$ cat config.mk
export PLATFORM = sky130hd
export DESIGN_NAME = bus_cycle_timer
export DESIGN_NICKNAME = d
export VERILOG_FILES = /design/src/verilog/bus_cycle_pkg.sv /design/src/verilog/bit_time_gen.sv /design/src/verilog/bus_cycle_timer.sv
export VERILOG_INCLUDE_DIRS = /design/src /design/src/verilog
export SDC_FILE = /design/constraint.sdc
export NUM_CORES = 1
export LEC_CHECK = 0
export BUFFER_PORTS_ARGS = -buffer_cell sky130_fd_sc_hd__buf_2
export CORE_ASPECT_RATIO = 1.4
export CORE_MARGIN = 2
export CORE_UTILIZATION = 55
export CTS_CLUSTER_SIZE = 28
export DETAILED_ROUTE_END_ITERATION = 8
export GPL_ROUTABILITY_DRIVEN = 0
export PLACE_DENSITY = 0.78
export SLEW_MARGIN = 20
export SYNTH_ARGS = -nofsm -noshare
export SYNTH_HDL_FRONTEND = slang
export SYNTH_HIERARCHICAL = 1
export SYNTH_SLANG_ARGS = --single-unit
$ cat constraint.sdc
create_clock -name clk_i -period 6.55 [get_ports clk_i]
set_input_delay 0.3275 -clock clk_i [delete_from_list [all_inputs] [get_ports clk_i]]
set_output_delay 0.3275 -clock clk_i [all_outputs]
set_load 0.01 [all_outputs]
$ cat src/verilog/bus_cycle_map.svh
// register offsets, field positions, reset values and timing counts of the bus cycle timer
// Operation
// - Each bus cycle lasts the larger of the minimum slave interval and the summed poll time plus refresh overhead.
// - The summed poll time adds each slave's poll time plus the master turnaround, then the refresh overhead once.
// - When the minimum interval is the larger, received data moves to host buffer memory within that interval.
// - A station's poll time is request frame time plus its maximum response delay plus response frame time.
// - A request frame is (output bytes + 9) characters of 11 bits at the link speed.
// - One bit time is the reciprocal of the link speed, so bit-time delays scale with the rate; the code rounds clocks per bit down, exact only at 500 kbit/s.
// - Master turnaround is 70 bit times up to 187.5 kbit/s, 150 at 500 kbit/s and 200 at 1.5 Mbit/s.
// - Master turnaround is 250 bit times at 3 Mbit/s, 450 at 6 Mbit/s and 800 at 12 Mbit/s.
// - Refresh overhead is 5.50 ms plus 150 us for each configured slave.
// - The result word reports the accepted condition, 0 for OR and 1 for AND.
`ifndef BUS_CYCLE_MAP_SVH
`define BUS_CYCLE_MAP_SVH
`define ADDR_COND_SETTING 16'h5C60
`define ADDR_TARGET_SETTING 16'h5C61
`define ADDR_COND_RESULT 16'h5C70
`define ADDR_TARGET_RESULT 16'h5C71
`define TARGET_WORDS 8
`define TARGET_LAST_MASK 16'h0FFF
`define REG_RESET 16'h0000
`define FRAME_OVERHEAD_CHARS 9
`define BITS_PER_CHAR 11
`define TURN_LOW 70
`define TURN_500K 150
`define TURN_1M5 200
`define TURN_3M 250
`define TURN_6M 450
`define TURN_12M 800
`define CLK_HZ 50000000
`define REFRESH_BASE_US 5500
`define REFRESH_SLAVE_US 150
`define CLKS_PER_US (`CLK_HZ / 1000000)
`define REFRESH_BASE_CLKS (`REFRESH_BASE_US * `CLKS_PER_US)
`define REFRESH_SLAVE_CLKS (`REFRESH_SLAVE_US * `CLKS_PER_US)
`endif

$ cat src/verilog/bus_cycle_pkg.sv
// types shared by the bus cycle timer
package bus_cycle_pkg;
  typedef enum logic [3:0] {
    SPEED_9K6 = 4'h0,
    SPEED_19K2 = 4'h1,
    SPEED_93K75 = 4'h2,
    SPEED_187K5 = 4'h3,
    SPEED_500K = 4'h4,
    SPEED_1M5 = 4'h5,
    SPEED_3M = 4'h6,
    SPEED_6M = 4'h7,
    SPEED_12M = 4'h8
  } link_speed_type;

  typedef struct packed {
    logic [7:0] out_bytes;
    logic [7:0] in_bytes;
    logic [15:0] max_resp_bits;
  } slave_cfg_type;

  typedef struct packed {
    logic we;
    logic [15:0] addr;
    logic [15:0] wdata;
  } host_req_type;

  typedef enum logic [3:0] {
    ST_IDLE = 4'b0001,
    ST_POLL = 4'b0010,
    ST_REFRESH = 4'b0100,
    ST_WAIT = 4'b1000
  } cycle_state_type;
endpackage

$ cat src/verilog/bit_time_gen.sv
// bit-time tick generator: one tick per link bit period
`include "bus_cycle_map.svh"
module bit_time_gen
  import bus_cycle_pkg::*;
(
  input wire logic clk_i,
  input wire logic rst_i,
  input wire logic ce_i,
  input wire link_speed_type speed_i,
  input wire logic restart_i,
  output logic tick_o
);
  logic [12:0] div_reg;
  logic [12:0] div_next;
  logic [12:0] period;

  // clocks per bit rounded down; only 500 kbit/s is exact at 50 MHz
  function automatic logic [12:0] period_of(input link_speed_type s);
    case (s)
      SPEED_9K6: period_of = 13'(`CLK_HZ / 9600);
      SPEED_19K2: period_of = 13'(`CLK_HZ / 19200);
      SPEED_93K75: period_of = 13'(`CLK_HZ / 93750);
      SPEED_187K5: period_of = 13'(`CLK_HZ / 187500);
      SPEED_500K: period_of = 13'(`CLK_HZ / 500000);
      SPEED_1M5: period_of = 13'(`CLK_HZ / 1500000);
      SPEED_3M: period_of = 13'(`CLK_HZ / 3000000);
      SPEED_6M: period_of = 13'(`CLK_HZ / 6000000);
      SPEED_12M: period_of = 13'(`CLK_HZ / 12000000);
      default: period_of = 13'(`CLK_HZ / 9600);
    endcase
  endfunction

  assign period = period_of(speed_i);

  // count one bit period, tick on wrap; restart aligns the first slot to a whole bit period
  always_comb
  begin
    div_next = div_reg;
    if (restart_i)
      div_next = 13'h0000;
    else if (div_reg >= period - 13'h0001)
      div_next = 13'h0000;
    else
      div_next = div_reg + 13'h0001;
  end

  always_ff @(posedge clk_i)
  begin
    if (rst_i)
      div_reg <= 13'h0000;
    else if (ce_i)
      div_reg <= div_next;
  end

  assign tick_o = ce_i && (div_reg >= period - 13'h0001);
endmodule

$ cat src/verilog/bus_cycle_timer.sv
// bus cycle timer of the fieldbus master: polling sequence, cycle length, switch setting words
`include "bus_cycle_map.svh"
module bus_cycle_timer
  import bus_cycle_pkg::*;
#(
  parameter int NUM_SLAVES = 4,
  parameter int INTERVAL_CLKS_PER_UNIT = 5000
)
(
  input wire logic clk_i,
  input wire logic rst_i,
  input wire logic ce_i,
  input wire link_speed_type speed_i,
  input wire logic [15:0] min_slave_interval_i,
  input wire logic [NUM_SLAVES-1:0] slave_en_i,
  input wire slave_cfg_type [NUM_SLAVES-1:0] slave_cfg_i,
  input wire logic run_i,
  input wire host_req_type host_req_i,
  input wire logic host_rd_i,
  output logic [15:0] host_rdata_o,
  output logic poll_o,
  output logic [7:0] poll_station_o,
  output logic refresh_o,
  output logic cycle_start_o,
  output logic [31:0] bus_cycle_time_o
);
  initial
  begin
    if (NUM_SLAVES < 1 || NUM_SLAVES > 124)
      $error("NUM_SLAVES out of range");
    if (INTERVAL_CLKS_PER_UNIT < 1)
      $error("INTERVAL_CLKS_PER_UNIT must be positive");
  end

  localparam int SW = (NUM_SLAVES > 1) ? $clog2(NUM_SLAVES) : 1;

  logic run_s1_reg;
  logic run_s2_reg;
  logic bit_tick;
  cycle_state_type state_reg;
  cycle_state_type state_next;
  logic [SW-1:0] idx_reg;
  logic [SW-1:0] idx_next;
  logic [31:0] bits_left_reg;
  logic [31:0] bits_left_next;
  logic [31:0] refresh_left_reg;
  logic [31:0] refresh_left_next;
  logic [31:0] cycle_cnt_reg;
  logic [31:0] cycle_cnt_next;
  logic [31:0] bus_cycle_reg;
  logic [31:0] bus_cycle_next;
  logic [31:0] interval_clks;
  logic [31:0] refresh_clks;
  logic [7:0] n_active;
  logic first_found;
  logic [SW-1:0] first_idx;
  logic next_found;
  logic [SW-1:0] next_idx;
  logic [15:0] cond_set_reg;
  logic [15:0] cond_set_next;
  logic [15:0] tgt_set_reg [`TARGET_WORDS];
  logic [15:0] tgt_set_next [`TARGET_WORDS];
  logic [15:0] cond_res_reg;
  logic [15:0] cond_res_next;
  logic [15:0] tgt_res_reg [`TARGET_WORDS];
  logic [15:0] tgt_res_next [`TARGET_WORDS];
  logic [15:0] rdata_reg;
  logic [15:0] rdata_next;
  logic run_rise;

  // master turnaround per link rate, in bit times
  function automatic logic [31:0] turnaround(input link_speed_type s);
    case (s)
      SPEED_500K: turnaround = 32'(`TURN_500K);
      SPEED_1M5: turnaround = 32'(`TURN_1M5);
      SPEED_3M: turnaround = 32'(`TURN_3M);
      SPEED_6M: turnaround = 32'(`TURN_6M);
      SPEED_12M: turnaround = 32'(`TURN_12M);
      default: turnaround = 32'(`TURN_LOW);
    endcase
  endfunction

  // bit length of a frame carrying the given payload bytes
  function automatic logic [31:0] frame_bits(input logic [7:0] nbytes);
    frame_bits = (32'(nbytes) + 32'(`FRAME_OVERHEAD_CHARS)) * 32'(`BITS_PER_CHAR);
  endfunction

  // whole poll slot of one station, turnaround included
  function automatic logic [31:0] slot_bits(input slave_cfg_type c, input link_speed_type s);
    slot_bits = frame_bits(c.out_bytes) + 32'(c.max_resp_bits)
      + frame_bits(c.in_bytes) + turnaround(s);
  endfunction

  bit_time_gen u_bit_time_gen (
    .clk_i(clk_i),
    .rst_i(rst_i),
    .ce_i(ce_i),
    .speed_i(speed_i),
    .restart_i(run_rise),
    .tick_o(bit_tick)
  );

  // count slaves and find first and next enabled stations in ascending order
  always_comb
  begin
    n_active = 8'h00;
    first_found = 1'b0;
    first_idx = '0;
    next_found = 1'b0;
    next_idx = '0;
    for (int i = 0; i < NUM_SLAVES; i++)
    begin
      if (slave_en_i[i])
      begin
        n_active = n_active + 8'h01;
        if (!first_found)
        begin
          first_found = 1'b1;
          first_idx = SW'(i);
        end
        if (!next_found && SW'(i) > idx_reg)
        begin
          next_found = 1'b1;
          next_idx = SW'(i);
        end
      end
    end
  end

  assign refresh_clks = 32'(`REFRESH_BASE_CLKS)
    + 32'(n_active) * 32'(`REFRESH_SLAVE_CLKS);
  assign interval_clks = 32'(min_slave_interval_i) * 32'(INTERVAL_CLKS_PER_UNIT);
  assign run_rise = run_s2_reg && (state_reg == ST_IDLE);

  // polling sequence: poll each enabled slave, refresh, pad to the minimum interval
  always_comb
  begin
    state_next = state_reg;
    idx_next = idx_reg;
    bits_left_next = bits_left_reg;
    refresh_left_next = refresh_left_reg;
    cycle_cnt_next = cycle_cnt_reg + 32'h0000_0001;
    bus_cycle_next = bus_cycle_reg;
    case (state_reg)
      ST_IDLE:
      begin
        cycle_cnt_next = 32'h0000_0000;
        if (run_s2_reg)
        begin
          cycle_cnt_next = 32'h0000_0001;
          if (first_found)
          begin
            state_next = ST_POLL;
            idx_next = first_idx;
            bits_left_next = slot_bits(slave_cfg_i[first_idx], speed_i);
          end
          else
          begin
            state_next = ST_REFRESH;
            refresh_left_next = refresh_clks;
          end
        end
      end
      ST_POLL:
      begin
        if (bit_tick)
        begin
          if (bits_left_reg > 32'h0000_0001)
            bits_left_next = bits_left_reg - 32'h0000_0001;
          else if (next_found)
          begin
            idx_next = next_idx;
            bits_left_next = slot_bits(slave_cfg_i[next_idx], speed_i);
          end
          else
          begin
            state_next = ST_REFRESH;
            refresh_left_next = refresh_clks;
          end
        end
      end
      ST_REFRESH:
      begin
        // refresh always ends before the cycle closes; data lands inside the interval only when polls plus refresh fit in it
        if (refresh_left_reg > 32'h0000_0001)
          refresh_left_next = refresh_left_reg - 32'h0000_0001;
        else
          state_next = ST_WAIT;
      end
      ST_WAIT:
      begin
        if (cycle_cnt_reg >= interval_clks)
        begin
          bus_cycle_next = cycle_cnt_reg + 32'h0000_0001;
          cycle_cnt_next = 32'h0000_0000;
          state_next = ST_IDLE;
        end
      end
      default:
        state_next = ST_IDLE;
    endcase
    if (!run_s2_reg && state_reg == ST_WAIT)
      state_next = ST_IDLE;
  end

  always_ff @(posedge clk_i)
  begin
    if (rst_i)
    begin
      run_s1_reg <= 1'b0;
      run_s2_reg <= 1'b0;
      state_reg <= ST_IDLE;
      idx_reg <= '0;
      bits_left_reg <= 32'h0000_0000;
      refresh_left_reg <= 32'h0000_0000;
      cycle_cnt_reg <= 32'h0000_0000;
      bus_cycle_reg <= 32'h0000_0000;
    end
    else if (ce_i)
    begin
      run_s1_reg <= run_i;
      run_s2_reg <= run_s1_reg;
      state_reg <= state_next;
      idx_reg <= idx_next;
      bits_left_reg <= bits_left_next;
      refresh_left_reg <= refresh_left_next;
      cycle_cnt_reg <= cycle_cnt_next;
      bus_cycle_reg <= bus_cycle_next;
    end
  end

  // setting words: writes ignored while exchange runs; results latched at start
  always_comb
  begin
    cond_set_next = cond_set_reg;
    cond_res_next = cond_res_reg;
    rdata_next = rdata_reg;
    for (int w = 0; w < `TARGET_WORDS; w++)
    begin
      tgt_set_next[w] = tgt_set_reg[w];
      tgt_res_next[w] = tgt_res_reg[w];
    end
    if (host_req_i.we && !run_s2_reg)
    begin
      if (host_req_i.addr == `ADDR_COND_SETTING)
        cond_set_next = host_req_i.wdata;
      for (int w = 0; w < `TARGET_WORDS; w++)
        if (host_req_i.addr == `ADDR_TARGET_SETTING + 16'(w))
          tgt_set_next[w] = (w == `TARGET_WORDS - 1) ?
            (host_req_i.wdata & `TARGET_LAST_MASK) : host_req_i.wdata;
    end
    if (run_rise)
    begin
      cond_res_next = cond_set_reg;
      for (int w = 0; w < `TARGET_WORDS; w++)
        tgt_res_next[w] = tgt_set_reg[w];
    end
    if (host_rd_i)
    begin
      rdata_next = 16'h0000;
      if (host_req_i.addr == `ADDR_COND_SETTING)
        rdata_next = cond_set_reg;
      if (host_req_i.addr == `ADDR_COND_RESULT)
        rdata_next = cond_res_reg;
      for (int w = 0; w < `TARGET_WORDS; w++)
      begin
        if (host_req_i.addr == `ADDR_TARGET_SETTING + 16'(w))
          rdata_next = tgt_set_reg[w];
        if (host_req_i.addr == `ADDR_TARGET_RESULT + 16'(w))
          rdata_next = tgt_res_reg[w];
      end
    end
  end

  always_ff @(posedge clk_i)
  begin
    if (rst_i)
    begin
      cond_set_reg <= `REG_RESET;
      cond_res_reg <= `REG_RESET;
      rdata_reg <= `REG_RESET;
      for (int w = 0; w < `TARGET_WORDS; w++)
      begin
        tgt_set_reg[w] <= `REG_RESET;
        tgt_res_reg[w] <= `REG_RESET;
      end
    end
    else if (ce_i)
    begin
      cond_set_reg <= cond_set_next;
      cond_res_reg <= cond_res_next;
      rdata_reg <= rdata_next;
      for (int w = 0; w < `TARGET_WORDS; w++)
      begin
        tgt_set_reg[w] <= tgt_set_next[w];
        tgt_res_reg[w] <= tgt_res_next[w];
      end
    end
  end

  // status outputs
  assign host_rdata_o = rdata_reg;
  assign poll_o = (state_reg == ST_POLL);
  assign poll_station_o = 8'(idx_reg) + 8'h01;
  assign refresh_o = (state_reg == ST_REFRESH);
  assign cycle_start_o = run_rise && ce_i;
  assign bus_cycle_time_o = bus_cycle_reg;
endmodule

==> results.py, run 1 <==
metrics = {
    "timing": {
        "fmax_mhz": 146,
        "fin_ws_ns": -0.316,
        "fin_skew_ns": 0.0206,
        "slew_violations": 0,
        "relSlewSlack_pct": 29.1,
        "hold_viol": 0,
        "min_period_over_period_pct": 105,
        "period_needed_ns": 6.87,
        "worst_pin_slew_ns": 1.06,
        "grt_setup_unrepaired": "true",
        "final-setup-viol-count": 9,
    },
    "flow_run": {
        "maxCapViolations": 0,
    },
    "global_route": {
        "grt_pass1_vias": 28199,
        "antenna_found_initial": 5,
        "grt_util_all_layers_pct": 29.9,
        "grt_overflow": 0,
        "grt_pass1_wl_mm": 147,
        "grt_max_degree": 98,
    },
    "synthesis": {
        "synth_cells": 3399,
        "synthesis.area_mm2": 0.0326,
        "synth_area_leaders": "edfxtp_1, dfxtp_1, ha_1",
        "yosysTopAreaCell": "edfxtp_1",
        "synth_top_area_share_pct": 22.9,
        "syn_area_per_cell_um2": 9.58,
        "ys_seq_area_share_pct": 35.0,
        "ys_seq_elements": 445,
        "synth-main-ff-cell": "edfxtp_1",
        "ys_warn_count": 6,
        "synthDistinctLibCells": 105,
        "synth-async-reset-ratio_pct": 0,
        "synth-edff-count": 248,
    },
    "routing": {
        "vias": 28107,
        "avgRoutedWirePerCell_um": 20.4,
        "first_pass_iters": 7,
        "vias_per_cell": 6.16,
        "drt_wl_total_mm": 93.1,
        "detail-route-antenna-nets": 0,
        "drc_errors": 0,
        "drtIter0Drc": 2480,
    },
    "hold_path": {
        "worstHoldStart": "run_i",
        "hold_path_class": "primary input to register",
    },
    "worst_setup_path": {
        "critPathLaunch": "idx_reg[0]",
        "cpMostUsedCell": "fa_1",
        "critPathMaxFanout": 4,
        "required_ns": 6.99,
        "crit_type": "register to register",
        "endpoint_kind": "register",
        "cp-start-kind": "register",
        "max_stage_delay_ns": 0.53,
        "arrival_ns": 7.30,
        "timing.rr.start": "idx_reg[0]",
        "slowest_stage": "fa_1",
    },
    "cts": {
        "path_clk_slew_ns": 0.06,
        "cts_tree": "built",
        "clock_sinks": 445,
        "htreeDepth": 2,
        "clkLatencyLatePin_ns": 0.59,
        "numCtsBuffers": 45,
        "cts_buffer_depth": 3,
        "root_buffer": "clkbuf_16",
    },
    "final_layout": {
        "drive_above_1_share_pct": 19.7,
        "finalNonFillerCells": 4566,
        "post-route-util_pct": 65.1,
        "num-nets-final": 4363,
        "area_growth_pct": 17.2,
    },
    "floorplan": {
        "die_h_um": 292,
        "dieArea_mm2": 0.0612,
        "rows": 105,
        "initial_core_util_pct": 55.6,
        "io_pins": 249,
        "die_w_um": 210,
        "coreArea_mm2": 0.0586,
    },
    "placed_design": {
        "place_hpwl_mm": 70.6,
        "place_ws_ns": -0.458,
        "port_buffers": 243,
        "place_inst": 4449,
    },
    "power_and_ir_drop": {
        "leakage_nw": 16.5,
        "cellPowerDensity_mw_per_mm2": 623,
        "vdd_drop_max_v": 0.00149,
    },
    "run_status": {
        "violations": "setup timing",
        "status": "finished with violations",
    },
}
==> final timing paths <==
check / end / slack (ns) / depth (start not counted)
hold reg to reg: cond_res_reg[8] / 0.46 / 2
setup reg to reg: bits_left_reg[15] / -0.32 / 26
hold / removal: run_s1_reg / 0.04 / 3
setup / recovery: bits_left_reg[15] / -0.32 / 26
==> power by group <==
part	switching, W	leakage, nW	internal, W	total, W
clock network	0.00114	0.769	0.00158	0.00272
registers	0.0000960	4.06	0.00311	0.00321
logic	0.00915	11.7	0.00868	0.0178
==> worst max-delay path, delay by kind of cell, from the launching register on <==
kind / cells / cell delay, ns
fa+ha+maj: 8 / 2.89
compound gates: 7 / 1.72
simple gates: 4 / 0.92
xor+xnor: 3 / 0.59
flops: 1 / 0.35
buf+inv: 4 / 0.27
==> cell usage after synthesis (10+ instances only) <==
cell type and n:
a21o_1 28, a21oi_1 171, xor2_1 98, nand4_1 23
o21ai_0 123, nor4_1 20, a31oi_1 24, nand3_1 110
ha_1 262, edfxtp_1 248, a221o_1 22, fa_1 135
a22oi_1 34, buf_2 27, dfxtp_1 197, clkbuf_1 117
o22ai_1 26, o21a_1 17, nand2b_1 27, a221oi_1 32
xnor2_1 74, buf_4 12, or3_1 15, nand2_1 268
o21ai_1 10, nor3_2 13, o211ai_1 21, a211oi_1 71
o221ai_1 13, inv_1 304, a222oi_1 15, buf_1 12
o31ai_1 14, nor2_1 237, a211o_1 11, nor2b_1 59
nor3_1 85, mux2i_1 18, and3_1 170, mux4_2 32
or4_1 13, and2_1 13
==> metal layers <==
| metal | up-vias | share of wire (%) | global-route usage (%) | wire (um) |
|---|---|---|---|---|
| met1 | 13472 | 36 | 32.9 | 33300 |
| met4 | 2 | 6.5 | 18.5 | 6100 |
| met2 | 1223 | 51 | 54.3 | 47500 |
| li1 | 13063 | - | - | - |
| met5 | - | 0.015 | 0 | 14 |
| met3 | 347 | 6.7 | 4.30 | 6200 |
==> kinds of logic after synthesis <==
logic type,count (synthesis),synth area share [%]
compound gates,726,15.3
xor+xnor,174,4.73
fa+ha+maj,397,18.4
buf+inv,476,5.77
flops,445,35.0
mux,59,3.08
other cells,2,0.0231
simple gates,1120,17.8
==> placed cells by master (no fill, tap or decap), types with 23 or more instances in the layout <==
| cell | synthesis | final |
|---|---|---|
| xnor2_1 | 74 | 69 |
| and3_1 | 170 | 169 |
| nand2b_1 | 27 | 27 |
| nor2b_1 | 59 | 56 |
| buf_2 | 27 | 241 |
| xor2_1 | 98 | 94 |
| o21ai_0 | 123 | 113 |
| ha_1 | 262 | 252 |
| inv_1 | 304 | 295 |
| nor2_1 | 237 | 233 |
| nand4_1 | 23 | 23 |
| o22ai_1 | 26 | 26 |
| dfxtp_1 | 197 | 195 |
| a211oi_1 | 71 | 66 |
| a21o_1 | 28 | 28 |
| nand2_1 | 268 | 265 |
| mux4_2 | 32 | 32 |
| nor3_1 | 85 | 76 |
| a31oi_1 | 24 | 24 |
| clkbuf_16 | 0 | 47 |
| a22oi_1 | 34 | 34 |
| a221oi_1 | 32 | 32 |
| nand3_1 | 110 | 110 |
| a21oi_1 | 171 | 167 |
| fa_1 | 135 | 134 |
| edfxtp_1 | 248 | 248 |
| buf_4 | 12 | 228 |
==> stage by stage <==
step           setup TNS (ns)  power [W]  instance area (um^2)  hold WS (ns)
2_1_floorplan          -0.318     0.0135                 32800         0.397
6_report                -1.29     0.0238                 38200        0.0376
3_5_place_dp            -3.01     0.0188                 35900         0.449
5_1_grt                 -3.64     0.0257                 38200        0.0322
4_1_cts                -0.469     0.0229                 37900        0.0188
3_3_place_gp            -1.66     0.0185                 35900         0.443
==> final cells by class <==
class	count	area, um^2
multi-input cells	2489	19900
fillers	4623	20400
inverters	306	1150
flip-flops and latches	445	11400
clock inverters	21	250
well taps	749	937
diodes	4	10.0
repair buffers	489	3240
clock buffers	63	1320
==> repair_timing <==
item	in CTS	in global routing
pin swaps	45	30
setup buffers	18	14
endpoints found under the setup margin	10	10
cloned	1	0
hold buffers	0	0
gates resized for setup	44	30
No activity file was read; power rests on OpenSTA's default activity.
==> run 2: changes to the inputs <==
--- a/config.mk
+++ b/config.mk
@@ -13,7 +13,7 @@
 export CTS_CLUSTER_SIZE = 28
 export DETAILED_ROUTE_END_ITERATION = 8
 export GPL_ROUTABILITY_DRIVEN = 0
-export PLACE_DENSITY = 0.78
+export PLACE_DENSITY = 0.88
 export SLEW_MARGIN = 20
 export SYNTH_ARGS = -nofsm -noshare
 export SYNTH_HDL_FRONTEND = slang
==> run 2 against run 1 <==
The flow finishes with violations (DRC, slew limit, setup timing). Fmax down 9.1%. Sequential cell count did not move. Global-route usage increased by 1.6 points. Non-clock buffer count fell by 1. Sequential share of layout area barely moved. Critical endpoint unchanged.
==> results.py, run 2 (synthesis results as in run 1) <==
metrics = {
    "worst_setup_path": {
        "worstRegToRegCells": 30,
        "reg2reg_slack_ns": -1.01,
        "critPathBufInv": 8,
        "required_ns": 7.05,
        "timing.rr.start": "idx_reg[0]",
        "slowest_stage": "fa_1",
        "reg2reg_to": "bits_left_reg[15]",
        "crit_type": "register to register",
        "endpoint_kind": "register",
        "critPathMaxFanout": 5,
        "arrival_ns": 8.05,
        "cpMostUsedCell": "buf_4",
        "critPathTopFamily": "adder cells",
        "max_stage_delay_ns": 0.59,
        "cp-start-kind": "register",
    },
    "cts": {
        "path_clk_slew_ns": 0.07,
        "clkLatencyLatePin_ns": 0.62,
        "ctsHoldBuffers": 0,
        "cts_buffer_depth": 3,
        "htreeDepth": 2,
        "numCtsBuffers": 44,
        "cts_tree": "built",
        "clock_sinks": 445,
        "root_buffer": "clkbuf_16",
    },
    "routing": {
        "first_pass_iters": 9,
        "drtIter0Drc": 3790,
        "detail-route-antenna-nets": 0,
        "vias_per_cell": 6.50,
        "drc_errors": 7,
        "drt_wl_total_mm": 103,
        "avgRoutedWirePerCell_um": 22.7,
        "vias": 29637,
    },
    "global_route": {
        "use_met1_pct": 34.1,
        "grt_max_degree": 99,
        "met2_usage_pct": 56.3,
        "grt.busiest_layer": "met2",
        "grt_util_all_layers_pct": 31.5,
        "grt_overflow": 0,
        "grt_pass1_vias": 29288,
        "grt_pass1_wl_mm": 153,
        "antenna_found_initial": 2,
        "grt_use_met3_pct": 6.82,
    },
    "placed_design": {
        "place_ws_ns": -0.586,
        "placed_area_mm2": 0.0359,
        "port_buffers": 243,
        "place_hpwl_mm": 70.7,
    },
    "floorplan": {
        "die_w_um": 210,
        "io_pins": 249,
        "initial_core_util_pct": 55.6,
        "rows": 105,
        "coreArea_mm2": 0.0586,
        "die_h_um": 292,
        "dieArea_mm2": 0.0612,
    },
    "hold_path": {
        "holdPathStages": 3,
        "whs_endpoint": "run_s1_reg",
        "hold_path_class": "primary input to register",
        "worstHoldStart": "run_i",
    },
    "final_layout": {
        "drive_above_1_share_pct": 19.9,
        "multi_input_area_mm2": 0.0199,
        "final_common_cell": "inv_1",
        "postLayoutCellArea_mm2": 0.0382,
        "most-common-layout-cells": "inv_1, nand2_1, ha_1, edfxtp_1, buf_2",
        "regArea_mm2": 0.0114,
        "post-route-util_pct": 65.2,
        "fillerInstances": 4267,
        "area_growth_pct": 17.3,
        "num-nets-final": 4361,
    },
    "timing": {
        "fmax_mhz": 132,
        "period_needed_ns": 7.56,
        "fin_ws_ns": -1.01,
        "grt_setup_unrepaired": "true",
        "hold_viol": 0,
        "final-setup-viol-count": 10,
        "worst_pin_slew_ns": 1.55,
        "slew_violations": 1,
        "hold_ws_ns": 0.0384,
        "min_period_over_period_pct": 115,
        "fin_skew_ns": 0.0490,
        "relSlewSlack_pct": -3.61,
    },
    "run_status": {
        "status": "finished with violations",
        "violations": "DRC, slew limit, setup timing",
    },
    "flow_run": {
        "maxCapViolations": 0,
    },
}
-- run 2: metal layers --
| metal | wire length, um | vias up |
|---|---|---|
| li1 | - | 13040 |
| met1 | 34100 | 13915 |
| met2 | 50400 | 2038 |
| met3 | 10700 | 642 |
| met4 | 8180 | 2 |
| met5 | 11 | - |
-- run 2: worst min-delay path, delay by kind of cell --
kind	cells	cell delay (ns)
mux	1	0.08
buf+inv	1	0.11
simple gates	1	0.08
-- run 2: how the worst max path moves through the flow --
stage	from	end	slack (ns)	depth (start not counted)
after floorplan	idx_reg[0]	bits_left_reg[15]	-0.20	26
after global placement	idx_reg[0]	bits_left_reg[15]	-0.35	24
after detailed placement	idx_reg[0]	bits_left_reg[15]	-0.59	26
after CTS	idx_reg[0]	bits_left_reg[15]	-0.26	26
after global routing	idx_reg[0]	bits_left_reg[12]	-1.08	32
final	idx_reg[0]	bits_left_reg[15]	-1.01	30
-- run 2: area by class of cell --
class | instances | area share (%)
multi-input combinational | 2489 | 52.2
sequential | 445 | 29.8
clock inverter | 26 | 0.963
inverter | 306 | 3.02
clock buffer | 56 | 3.22
antenna | 2 | 0.0131
tap | 749 | 2.45
timing repair buffer | 488 | 8.29
-- run 2: through the flow --
stage,TNS [ns],cells
5_1_grt,-7.93,4559
4_1_cts,-1.13,4538
6_report,-6.72,4561
3_3_place_gp,-1.38,4444
2_1_floorplan,-0.318,3410
3_5_place_dp,-5.48,4444
-- run 2: timing repair --
| action | in CTS | in global routing |
|---|---|---|
| buffers inserted | 13 | 24 |
| pin swaps | 28 | 60 |
| setup endpoints to repair | 10 | 11 |
| resized for setup | 33 | 58 |
Power of run 2 is left out: the tool's default activity adds up to more than one toggle a clock period on the data nets, which glitch-free logic cannot reach.
